==> config.mk <==
export PLATFORM = sky130hd
export DESIGN_NAME = mixer_gain_config_regs
export DESIGN_NICKNAME = d
export VERILOG_FILES = /design/src/include/mix_gain_pkg.sv /design/src/verilog/mixer_gain_config_regs.sv /design/src/verilog/gain_decode.sv
export SDC_FILE = /design/constraint.sdc
export NUM_CORES = 1
export LEC_CHECK = 0
export BUFFER_PORTS_ARGS = -buffer_cell sky130_fd_sc_hd__buf_2
export CORE_UTILIZATION = 40
export CTS_CLUSTER_DIAMETER = 30
export CTS_CLUSTER_SIZE = 40
export DETAILED_ROUTE_END_ITERATION = 6
export PLACE_DENSITY = 0.73
export SLEW_MARGIN = 5
export SYNTH_ARGS = -nofsm -noshare
export SYNTH_HDL_FRONTEND = slang
export SYNTH_SLANG_ARGS = --single-unit
==> constraint.sdc <==
create_clock -name hclk -period 3 [get_ports hclk]
set_input_delay 0.15 -clock hclk [delete_from_list [all_inputs] [get_ports hclk]]
set_output_delay 0.15 -clock hclk [all_outputs]
set_load 0.01 [all_outputs]
==> src/include/mix_gain_pkg.sv <==
// Package for the mixer gain register bank: offsets, field layout, reset values, gain steps.
// Assumes a 32-bit AHB-Lite bus with word-aligned registers.
package mix_gain_pkg;

   // Register indices; byte address is four times the index.
   localparam logic [7:0] IDX_LEFT_OUT  = 8'h60;
   localparam logic [7:0] IDX_RIGHT_OUT = 8'h61;
   localparam logic [7:0] IDX_LEFT_REC  = 8'h62;
   localparam int         ADDR_SHIFT    = 2;

   // Field positions (low bit of each 3-bit code).
   localparam int POS_AUX_L_OUT_L  = 9;
   localparam int POS_AMP_R_OUT_L  = 5;
   localparam int POS_AMP_L_OUT_L  = 1;
   localparam int POS_AUX_R_OUT_R  = 13;
   localparam int POS_AMP_R_OUT_R  = 5;
   localparam int POS_AMP_L_OUT_R  = 1;
   localparam int POS_AUX_L_REC_L  = 9;
   localparam int POS_SEC_L_REC_L  = 1;
   localparam int POS_BOOST        = 0;

   // Reset values and writable masks.
   localparam logic [2:0]  GAIN_RESET   = 3'h0;
   localparam logic        BOOST_RESET  = 1'b0;
   localparam logic [15:0] MASK_LEFT_OUT  = 16'h0eee;
   localparam logic [15:0] MASK_RIGHT_OUT = 16'he0ee;
   localparam logic [15:0] MASK_LEFT_REC  = 16'h0e0f;

   // Gain in dB for each code; code 0 disconnects the path.
   localparam int GAIN_MIN_DB  = -12;
   localparam int GAIN_STEP_DB = 3;
   localparam int BOOST_DB     = 20;

   // AHB constants.
   localparam logic [1:0] HTRANS_NONSEQ = 2'h2;
   localparam logic [1:0] HTRANS_SEQ    = 2'h3;
   localparam logic       HRESP_OKAY    = 1'b0;

   // One mixer path as seen by the analogue stage.
   typedef struct packed {
      logic             connect;
      logic signed [7:0] gain_db;
   } path_ctrl_t;

endpackage : mix_gain_pkg

==> src/verilog/mixer_gain_config_regs.sv <==
// Mixer gain configuration register bank with an AHB-Lite slave port.
// Assumes a single master, whole-word transfers, and hclk at 50 MHz.
//
// Decided for this implementation: register access over AHB-Lite.
`timescale 1ns/1ps
// What this block does
// - Left output register bits 11:9 hold the left aux gain code, reset 000.
// - Left output register bits 7:5 hold the right amplifier gain code, reset 000.
// - Left output register bits 3:1 hold the left amplifier gain code, reset 000.
// - Right output register bits 15:13 hold the right aux gain code, reset 000.
// - Right output register bits 7:5 hold the right amplifier gain code, reset 000.
// - Right output register bits 3:1 hold the left amplifier gain code, reset 000.
// - Left record register bits 11:9 hold the left aux gain code, reset 000.
// - Left record register bits 3:1 hold the second left input gain code, reset 000.
// - Left record register bit 0 gives the left amplifier a 20 dB boost when set.
// - A zero gain code disconnects the path entirely.
// - Codes 001 and 010 give -12 dB and -9 dB.
// - Code 111 gives the maximum of +6 dB.
module mixer_gain_config_regs
(
   input  wire logic                       hclk,
   input  wire logic                       hresetn,
   input  wire logic                       hsel,
   input  wire logic [31:0]                haddr,
   input  wire logic [1:0]                 htrans,
   input  wire logic                       hwrite,
   input  wire logic [2:0]                 hsize,
   input  wire logic [31:0]                hwdata,
   input  wire logic                       hready,
   output logic      [31:0]                hrdata,
   output logic                            hreadyout,
   output logic                            hresp,
   output mix_gain_pkg::path_ctrl_t        aux_l_to_out_l_gain,
   output mix_gain_pkg::path_ctrl_t        amp_r_to_out_l_gain,
   output mix_gain_pkg::path_ctrl_t        amp_l_to_out_l_gain,
   output mix_gain_pkg::path_ctrl_t        aux_r_to_out_r_gain,
   output mix_gain_pkg::path_ctrl_t        amp_r_to_out_r_gain,
   output mix_gain_pkg::path_ctrl_t        amp_l_to_out_r_gain,
   output mix_gain_pkg::path_ctrl_t        aux_l_to_rec_l_gain,
   output mix_gain_pkg::path_ctrl_t        second_l_to_rec_l_gain,
   output logic                            amp_l_rec_boost,
   output logic      [15:0]                left_out_word,
   output logic      [15:0]                right_out_word,
   output logic      [15:0]                left_rec_word
);

   // Stored registers; only writable bits are ever set.
   logic [15:0] left_output_mix_gain;
   logic [15:0] right_output_mix_gain;
   logic [15:0] left_record_mix_gain;

   // Latched address phase.
   logic        wr_pend;
   logic        rd_pend;
   logic [7:0]  idx_pend;

   // Address phase decode.
   wire         take     = hsel && hready && (htrans == mix_gain_pkg::HTRANS_NONSEQ ||
                                              htrans == mix_gain_pkg::HTRANS_SEQ);
   wire  [7:0]  idx_now  = haddr[mix_gain_pkg::ADDR_SHIFT +: 8];

   // Per-register write strobes in the data phase.
   wire         wr_lo    = wr_pend && (idx_pend == mix_gain_pkg::IDX_LEFT_OUT);
   wire         wr_ro    = wr_pend && (idx_pend == mix_gain_pkg::IDX_RIGHT_OUT);
   wire         wr_lr    = wr_pend && (idx_pend == mix_gain_pkg::IDX_LEFT_REC);

   // Read selection by index.
   function automatic logic [15:0] read_sel(input logic [7:0] idx,
                                            input logic [15:0] lo,
                                            input logic [15:0] ro,
                                            input logic [15:0] lr);
      case (idx)
         mix_gain_pkg::IDX_LEFT_OUT:  read_sel = lo;
         mix_gain_pkg::IDX_RIGHT_OUT: read_sel = ro;
         mix_gain_pkg::IDX_LEFT_REC:  read_sel = lr;
         default:                     read_sel = 16'h0000;
      endcase
   endfunction : read_sel

   // Zero-wait slave, always OKAY.
   assign hreadyout = 1'b1;
   assign hresp     = mix_gain_pkg::HRESP_OKAY;

   // Address phase capture.
   always_ff @(posedge hclk or negedge hresetn)
   begin
      if (!hresetn)
      begin
         wr_pend  <= 1'b0;
         rd_pend  <= 1'b0;
         idx_pend <= 8'h00;
      end
      else if (hready)
      begin
         wr_pend  <= take && hwrite;
         rd_pend  <= take && !hwrite;
         idx_pend <= idx_now;
      end
   end

   // Read data registered at the address phase so it stands in the data phase.
   always_ff @(posedge hclk or negedge hresetn)
   begin
      if (!hresetn)
         hrdata <= 32'h0000_0000;
      else if (take && !hwrite)
         hrdata <= {16'h0000, read_sel(idx_now, left_output_mix_gain,
                                       right_output_mix_gain, left_record_mix_gain)};
   end

   always_ff @(posedge hclk or negedge hresetn)
   begin
      if (!hresetn)
      begin
         left_output_mix_gain  <= 16'h0000;
         right_output_mix_gain <= 16'h0000;
         left_record_mix_gain  <= 16'h0000;
      end
      else
      begin
         if (wr_lo)
            left_output_mix_gain  <= hwdata[15:0] & mix_gain_pkg::MASK_LEFT_OUT;
         if (wr_ro)
            right_output_mix_gain <= hwdata[15:0] & mix_gain_pkg::MASK_RIGHT_OUT;
         if (wr_lr)
            left_record_mix_gain  <= hwdata[15:0] & mix_gain_pkg::MASK_LEFT_REC;
      end
   end

   // Raw register words for the analogue side.
   assign left_out_word  = left_output_mix_gain;
   assign right_out_word = right_output_mix_gain;
   assign left_rec_word  = left_record_mix_gain;

   // Field extraction feeding the decoders.
   logic [2:0] codes [8];
   assign codes[0] = left_output_mix_gain[mix_gain_pkg::POS_AUX_L_OUT_L +: 3];
   assign codes[1] = left_output_mix_gain[mix_gain_pkg::POS_AMP_R_OUT_L +: 3];
   assign codes[2] = left_output_mix_gain[mix_gain_pkg::POS_AMP_L_OUT_L +: 3];
   assign codes[3] = right_output_mix_gain[mix_gain_pkg::POS_AUX_R_OUT_R +: 3];
   assign codes[4] = right_output_mix_gain[mix_gain_pkg::POS_AMP_R_OUT_R +: 3];
   assign codes[5] = right_output_mix_gain[mix_gain_pkg::POS_AMP_L_OUT_R +: 3];
   assign codes[6] = left_record_mix_gain[mix_gain_pkg::POS_AUX_L_REC_L +: 3];
   assign codes[7] = left_record_mix_gain[mix_gain_pkg::POS_SEC_L_REC_L +: 3];

   mix_gain_pkg::path_ctrl_t paths [8];

   genvar g;
   generate
      for (g = 0; g < 8; g++)
      begin : g_dec
         gain_decode u_dec
         (
            .code (codes[g]),
            .path (paths[g])
         );
      end
   endgenerate

   assign aux_l_to_out_l_gain    = paths[0];
   assign amp_r_to_out_l_gain    = paths[1];
   assign amp_l_to_out_l_gain    = paths[2];
   assign aux_r_to_out_r_gain    = paths[3];
   assign amp_r_to_out_r_gain    = paths[4];
   assign amp_l_to_out_r_gain    = paths[5];
   assign aux_l_to_rec_l_gain    = paths[6];
   assign second_l_to_rec_l_gain = paths[7];

   assign amp_l_rec_boost = left_record_mix_gain[mix_gain_pkg::POS_BOOST];

   // Write then reflect in the field next cycle.
   property p_lo_write;
      @(posedge hclk) disable iff (!hresetn)
      wr_lo |=> left_output_mix_gain[11:9] == $past(hwdata[11:9]);
   endproperty
   a_lo_write: assert property (p_lo_write) else $error("left aux field not written");

   property p_ro_write;
      @(posedge hclk) disable iff (!hresetn)
      wr_ro |=> right_output_mix_gain[15:13] == $past(hwdata[15:13]);
   endproperty
   a_ro_write: assert property (p_ro_write) else $error("right aux field not written");

   property p_lr_boost;
      @(posedge hclk) disable iff (!hresetn)
      wr_lr |=> amp_l_rec_boost == $past(hwdata[0]);
   endproperty
   a_lr_boost: assert property (p_lr_boost) else $error("boost bit not written");

   property p_reserved_zero;
      @(posedge hclk) disable iff (!hresetn)
      (left_output_mix_gain & ~mix_gain_pkg::MASK_LEFT_OUT) == 16'h0000 &&
      (right_output_mix_gain & ~mix_gain_pkg::MASK_RIGHT_OUT) == 16'h0000 &&
      (left_record_mix_gain & ~mix_gain_pkg::MASK_LEFT_REC) == 16'h0000;
   endproperty
   a_reserved_zero: assert property (p_reserved_zero) else $error("reserved bit set");

   property p_disconnect;
      @(posedge hclk) disable iff (!hresetn)
      (codes[2] == 3'h0) |-> !amp_l_to_out_l_gain.connect;
   endproperty
   a_disconnect: assert property (p_disconnect) else $error("zero code connected");

   property p_min_gain;
      @(posedge hclk) disable iff (!hresetn)
      (codes[1] == 3'h1) |-> amp_r_to_out_l_gain.gain_db == -8'sd12;
   endproperty
   a_min_gain: assert property (p_min_gain) else $error("code 1 not -12 dB");

   property p_max_gain;
      @(posedge hclk) disable iff (!hresetn)
      (codes[6] == 3'h7) |-> aux_l_to_rec_l_gain.gain_db == 8'sd6;
   endproperty
   a_max_gain: assert property (p_max_gain) else $error("code 7 not +6 dB");

   property p_mid_gain;
      @(posedge hclk) disable iff (!hresetn)
      (codes[7] == 3'h5) |-> second_l_to_rec_l_gain.gain_db == 8'sd0;
   endproperty
   a_mid_gain: assert property (p_mid_gain) else $error("code 5 not 0 dB");

   property p_read_back;
      @(posedge hclk) disable iff (!hresetn)
      (take && !hwrite && idx_now == mix_gain_pkg::IDX_RIGHT_OUT && !wr_pend)
      |=> hrdata[15:0] == right_output_mix_gain;
   endproperty
   a_read_back: assert property (p_read_back) else $error("read data mismatch");

   property p_lo_amp_r;
      @(posedge hclk) disable iff (!hresetn)
      wr_lo |=> codes[1] == $past(hwdata[mix_gain_pkg::POS_AMP_R_OUT_L +: 3]);
   endproperty
   a_lo_amp_r: assert property (p_lo_amp_r) else $error("field not written");

   property p_lo_amp_l;
      @(posedge hclk) disable iff (!hresetn)
      wr_lo |=> codes[2] == $past(hwdata[mix_gain_pkg::POS_AMP_L_OUT_L +: 3]);
   endproperty
   a_lo_amp_l: assert property (p_lo_amp_l) else $error("field not written");

   property p_ro_amp_r;
      @(posedge hclk) disable iff (!hresetn)
      wr_ro |=> codes[4] == $past(hwdata[mix_gain_pkg::POS_AMP_R_OUT_R +: 3]);
   endproperty
   a_ro_amp_r: assert property (p_ro_amp_r) else $error("field not written");

   property p_ro_amp_l;
      @(posedge hclk) disable iff (!hresetn)
      wr_ro |=> codes[5] == $past(hwdata[mix_gain_pkg::POS_AMP_L_OUT_R +: 3]);
   endproperty
   a_ro_amp_l: assert property (p_ro_amp_l) else $error("field not written");

   property p_lr_aux;
      @(posedge hclk) disable iff (!hresetn)
      wr_lr |=> codes[6] == $past(hwdata[mix_gain_pkg::POS_AUX_L_REC_L +: 3]);
   endproperty
   a_lr_aux: assert property (p_lr_aux) else $error("field not written");

   property p_lr_second;
      @(posedge hclk) disable iff (!hresetn)
      wr_lr |=> codes[7] == $past(hwdata[mix_gain_pkg::POS_SEC_L_REC_L +: 3]);
   endproperty
   a_lr_second: assert property (p_lr_second) else $error("field not written");

   // Every decoded path, so one bad decoder cannot hide.
   for (genvar q = 0; q < 8; q++)
   begin : g_path_chk
      property p_path_connect;
         @(posedge hclk) disable iff (!hresetn)
         paths[q].connect == (codes[q] != 3'h0);
      endproperty
      a_path_connect: assert property (p_path_connect) else $error("bad connect");
      property p_path_low;
         @(posedge hclk) disable iff (!hresetn)
         (codes[q] == 3'h2) |-> paths[q].gain_db == -8'sd9;
      endproperty
      a_path_low: assert property (p_path_low) else $error("code 2 not -9 dB");
      property p_path_step;
         @(posedge hclk) disable iff (!hresetn)
         ((codes[q] == 3'h3) |-> paths[q].gain_db == -8'sd6) and
         ((codes[q] == 3'h6) |-> paths[q].gain_db == 8'sd3);
      endproperty
      a_path_step: assert property (p_path_step) else $error("mid code wrong");
   end

   property p_read_high;
      @(posedge hclk) disable iff (!hresetn)
      hrdata[31:16] == 16'h0000;
   endproperty
   a_read_high: assert property (p_read_high) else $error("upper read bits set");

   c_write_lo: cover property (@(posedge hclk) disable iff (!hresetn) wr_lo);
   c_write_lr: cover property (@(posedge hclk) disable iff (!hresetn) wr_lr && hwdata[0]);
   c_read:     cover property (@(posedge hclk) disable iff (!hresetn) rd_pend);
   c_code_max: cover property (@(posedge hclk) disable iff (!hresetn) codes[0] == 3'h7);
   c_read_void: cover property (@(posedge hclk) disable iff (!hresetn)
                                rd_pend && idx_pend > mix_gain_pkg::IDX_LEFT_REC);

endmodule : mixer_gain_config_regs

==> src/verilog/gain_decode.sv <==
// Decoder from a 3-bit mixer gain code to a connect flag and a gain in dB.
// Assumes the analogue stage takes the decoded path setting directly.
`timescale 1ns/1ps
module gain_decode
(
   input  wire logic [2:0]              code,
   output mix_gain_pkg::path_ctrl_t     path
);

   // Code zero opens the path; others step up by a fixed amount.
   assign path.connect = (code != 3'h0);
   assign path.gain_db = 8'(mix_gain_pkg::GAIN_MIN_DB
                         + mix_gain_pkg::GAIN_STEP_DB * (int'(code) - 1));

endmodule : gain_decode

**Yosys cells after proc, flatten, opt, wreduce, memory -nomap -nowiden**

Index checks and enable logic that the tools add are counted.

- Add/sub/neg operators: 16
- Multiply operators: 8
- Divide/modulo/power cells: 0
- Magnitude comparators: 0
- Equal/unequal tests: 8
- Shift-type cells: 0
- Multiplexer cells: 1
- Bitwise gates (word level): 0
- Reductions and logical operators: 17

Operator list:

| operator | count |
|---|---|
| $mul 3x32->8 const A | 8 |
| $add 5x8->8 const A | 8 |
| $eq 8x7->1 const B | 6 |
| $pmux 16 s3 | 1 |
| $sub 3x1->4 const B | 8 |
| $reduce_bool 3->1 | 8 |
| $logic_and 1x1->1 | 7 |
| $eq 2x2->1 const B | 2 |
| $logic_not 1->1 | 1 |
| $logic_or 1x1->1 | 1 |

- Bits in registers: 50
- Bits in latches: 0
- Bits in writable memories: 0
- Bits in read-only memories: 0
- Bits of input ports: 74
- Logic and storage cells: 56
- Memories: 0

**Longest topological paths before layout**

- Depth after elaboration: 4
- Depth in mapped cells: 11
- Mapped depth without buffers: 11

**Cells and area by module**

From an unflattened synthesis, not the netlist that was laid out.

- Cell total of the unflattened synthesis: 422
- Area total of the unflattened synthesis: 4385.5 um^2

By module, submodules not included:

| module | instances | cells an instance | area each (um^2) | sequential area each (um^2) |
|---|---|---|---|---|
| mixer_gain_config_regs | 1 | 190 | 2353.5 | 1176.1 |
| gain_decode | 8 | 29 | 254.0 | 0.0 |

**Worst setup path before layout**

OpenSTA, ideal clock, no wires.

- Path type: register -> output
- Start point: register right_output_mix_gain[1] (netlist: right_out_word[1])
- End point: output port amp_l_to_out_r_gain[5] in the netlist's numbering
- Arrival time: 2.482 ns
- Data required time: 2.850 ns
- Path slack: 0.368 ns
- Stages on the path, launching flop included: 8
- Path through: dfrtp_1 > inv_1 > ha_1 > xor2_1 > fa_1 > ha_1 > fa_1 > xnor2_1

RTL lines:

| item | line | text |
|---|---|---|
| start, declared | mixer_gain_config_regs.sv:49 | `logic [15:0] right_output_mix_gain;` |
| start signal, assigned | mixer_gain_config_regs.sv:124 | `right_output_mix_gain <= hwdata[15:0] & mix_gain_pkg::MASK_RIGHT_OUT;` |
| end, declared | mixer_gain_config_regs.sv:38 | `output mix_gain_pkg::path_ctrl_t amp_l_to_out_r_gain,` |

==> results.tsv <==
stage	metric	value	unit
critical_path	CP startpoint kind	flip-flop	
synthesis	post-synthesis instance area	0.004332	mm²
clock_tree	Max Root-Sink Buffers	2	
cells_and_area	fill cell count	978	
cells_and_area	most frequent cells in the layout	buf_2 (137), inv_1 (85), ha_1 (70), conb_1 (44), dfrtp_1 (37)	
synthesis	flops & latches, synth	47	
synthesis	register area share after synthesis	27.15	%
synthesis	synthesized instance count	423	
synthesis	area leader, netlist	dfrtp_1	
cells_and_area	Post-layout nets	730	
clock_tree	CTS buffer count	5	
timing	Final Critical Period	2.888	ns
timing	crit share post-route	96.25	%
critical_path	Worst R2R End	left_out_word[7]	
synthesis	Avg Cell Area, Syn	10.24	µm²
floorplanning	Die Y	106.1	µm
clock_tree	clock transition at the registers of the reported paths	0.09	ns
timing	Fin. Hold Viols	0	
synthesis	Yosys cell types	37	
placed_design	Cells after DPL	684	
timing	Clock Skew	0.007793	ns
critical_path	Crit Path Class	flip-flop to output pin	
floorplanning	Die Wd	106.1	µm
timing	RSZ-0062 raised after global routing	no	
power	sequential share of power	34.2	%
critical_path	setup slack, reg-to-reg	1.01	ns
power	P_int	1.311	mW
synthesis	ranking of synthesized cells by area	dfrtp_1 (27%), ha_1 (21%), buf_4 (9.0%)	
grt	vias in the first global route	3034	
grt	largest net degree at the start of global routing	48	
cells_and_area	Register Area	0.001189	mm²
synthesis	ys async rst share	100.0	%
cells_and_area	commonest non-fill, non-tap cell in the layout	buf_2	
clock_tree	worst skew pair latency	0.29	ns
job	maxcap violations	0	
drt	ANT nets after route	0	
critical_path	CP max FO	6	
drt	final WL	8567	µm
drt	Routed WL per cell	12.12	µm
critical_path	worst setup path end	aux_l_to_rec_l_gain[5]	
clock_tree	CTS Hold Bufs	0	
cells_and_area	Area growth syn-to-layout	22.24	%
floorplanning	core area	0.01042	mm²
critical_path	Reg-to-Reg Start	idx_pend[1]	
min_path	min-delay worst type	primary input to asynchronous set/reset pin	
floorplanning	Die Area	0.01125	mm²
drt	Iteration-0 DRC Markers	50	
power	total power	2.024	mW
synthesis	top_reg_cell synth	dfrtp_1	
clock_tree	clk root buf	clkbuf_8	
timing	max_slew headroom	32.25	%
placed_design	dpl hpwl	7103	µm
cells_and_area	ant diodes	0	
power	VDD IR-drop max	310.4	µV
power	P per Cell Area	382.3	mW/mm²
power	sw power	712.8	µW
timing	setup TNS	0	ns
outcome	status	completed	
floorplanning	Initial Util	41.59	%
placed_design	Port Buf Inserts	137	
critical_path	CP startpoint	left_rec_word[10]	
clock_tree	CTS sink cnt	47	
grt	GRT overflow	0	
power	power share of the combinational group	42.7	%
clock_tree	CTS tree	yes	
timing	Max Fclk	0.3463	GHz
synthesis	synth warn	0	
critical_path	r2r worst-path depth	4	
timing	Pins Over Slew Limit	0	
drt	drc violations	0	
critical_path	Crit. End Element	output pin	
drt	vias	3124	
grt	overall routing resource usage	15.08	%
floorplanning	num rows	37	
clock_tree	H-tree levels	2	
cells_and_area	Non-Filler Instances	707	
grt	global-route wire length before repair	13890	µm
power	Switching Fraction	35.21	%
power	Clock Power Share	23.2	%
cells_and_area	multi-input logic area	0.002656	mm²
timing	# setup viols final	0	
floorplanning	I/O Pins	229	
critical_path	Crit path arrival time	2.74	ns
timing	Slew @ Worst Pin	1.016	ns
cells_and_area	layout cells sized above 1	36.08	%
grt	initial antenna violation count	0	
drt	Via density	4.419	
drt	drt first pass iters	4	
placed_design	GP Congestion	0.8028	
power	leakage	3.007	nW
critical_path	WP data required	2.85	ns
synthesis	number of enable flip-flop cells after synthesis	0	
synthesis	share of the synthesized area in the top cell type	27.15	%
[cell type report]
type | instances | area share, %
Clock buffer | 6 | 1.560
Clock inverter | 2 | 0.6616
Inverter | 87 | 6.167
Multi-Input combinational cell | 272 | 50.17
Sequential cell | 47 | 22.45
Tap cell | 136 | 3.214
Timing Repair Buffer | 157 | 15.78
[cell families after synthesis]
kind of cell	after synthesis	share of synthesized area (%)
other	2	0.1734
muxes	41	11.18
AOI/OAI and AO/OA	28	4.795
DFF	47	27.15
and+or+nand+nor	49	7.048
xor gates and xnor gates	24	4.853
buffers and inverters	146	17.36
adders and majority gates	86	27.44
[sequential cells by signal (all words and copies together), names as in the netlist]
signal          count
hrdata             13
left_out_word       9
right_out_word      9
left_rec_word       7
idx_pend            8
wr_pend             1
[cell usage after synthesis, types with 7 or more instances]
library cell	n
ha_1	71
mux2_2	7
nand2_1	16
nand2b_1	9
xor2_1	22
mux2_4	9
o31ai_1	9
mux2_1	16
fa_1	15
buf_4	52
a21o_1	9
mux2i_1	9
dfrtp_1	47
inv_1	87
[through the flow]
stage | utilization (%) | hold WS [ns] | setup WS (ns) | cell area [µm²]
final | 50.83 | 0.02549 | 0.1124 | 5295
after global routing | 50.83 | 0.07366 | 0.003272 | 5295
after CTS | 49.09 | 0.06079 | 0.01745 | 5114
after detailed placement | 47.59 | 0.3812 | 0.2252 | 4957
after global placement | 47.59 | 0.3781 | 0.2850 | 4957
after floorplan | - | -0.1456 | 0.3676 | 4489
[critical path, cell delays in order, from the launching register on]
cell and delay [ns]:
dfrtp_2 0.46, inv_1 0.09, ha_1 0.18, xor2_2 0.19, inv_1 0.10, fa_1 0.46
inv_1 0.08, ha_1 0.15, inv_1 0.06, fa_1 0.38, xor2_1 0.17, buf_2 0.13
[routing by layer]
metal | wire length, µm | up-vias | part of all wire, % | GRT usage, %
li1 | - | 1514 | - | -
met1 | 3489 | 1491 | 41 | 17.85
met2 | 4593 | 111 | 54 | 28.80
met3 | 428 | 8 | 5.0 | 2.698
met4 | 55 | 0 | 0.64 | 1.984
met5 | 0 | - | 0 | 0
[how the worst min path moves through the flow]
stage | from | to | depth (start not counted)
floorplan | hresetn | hrdata[0] | 0
global placement | hresetn | idx_pend[3] | 1
detailed placement | hwdata[0] | left_rec_word[0] | 2
CTS | hresetn | idx_pend[3] | 1
global route | hwdata[0] | left_rec_word[0] | 2
finish | hresetn | idx_pend[7] | 1
[power groups by stage]
stage	logic, mW	registers [mW]	clock network, mW
final	0.864	0.692	0.469
after global routing	0.980	0.697	0.518
after CTS	0.851	0.693	0.487
after detailed placement	0.844	0.704	0
after global placement	0.807	0.702	0
after floorplan	0.590	0.702	0
[timing repair]
item / 4_1_cts / 5_1_grt
resized for setup: 6 / 19
setup buffers: 0 / 15
endpoints found under the setup margin: 8 / 14
Note: power is estimated with default switching activity, not from simulation.
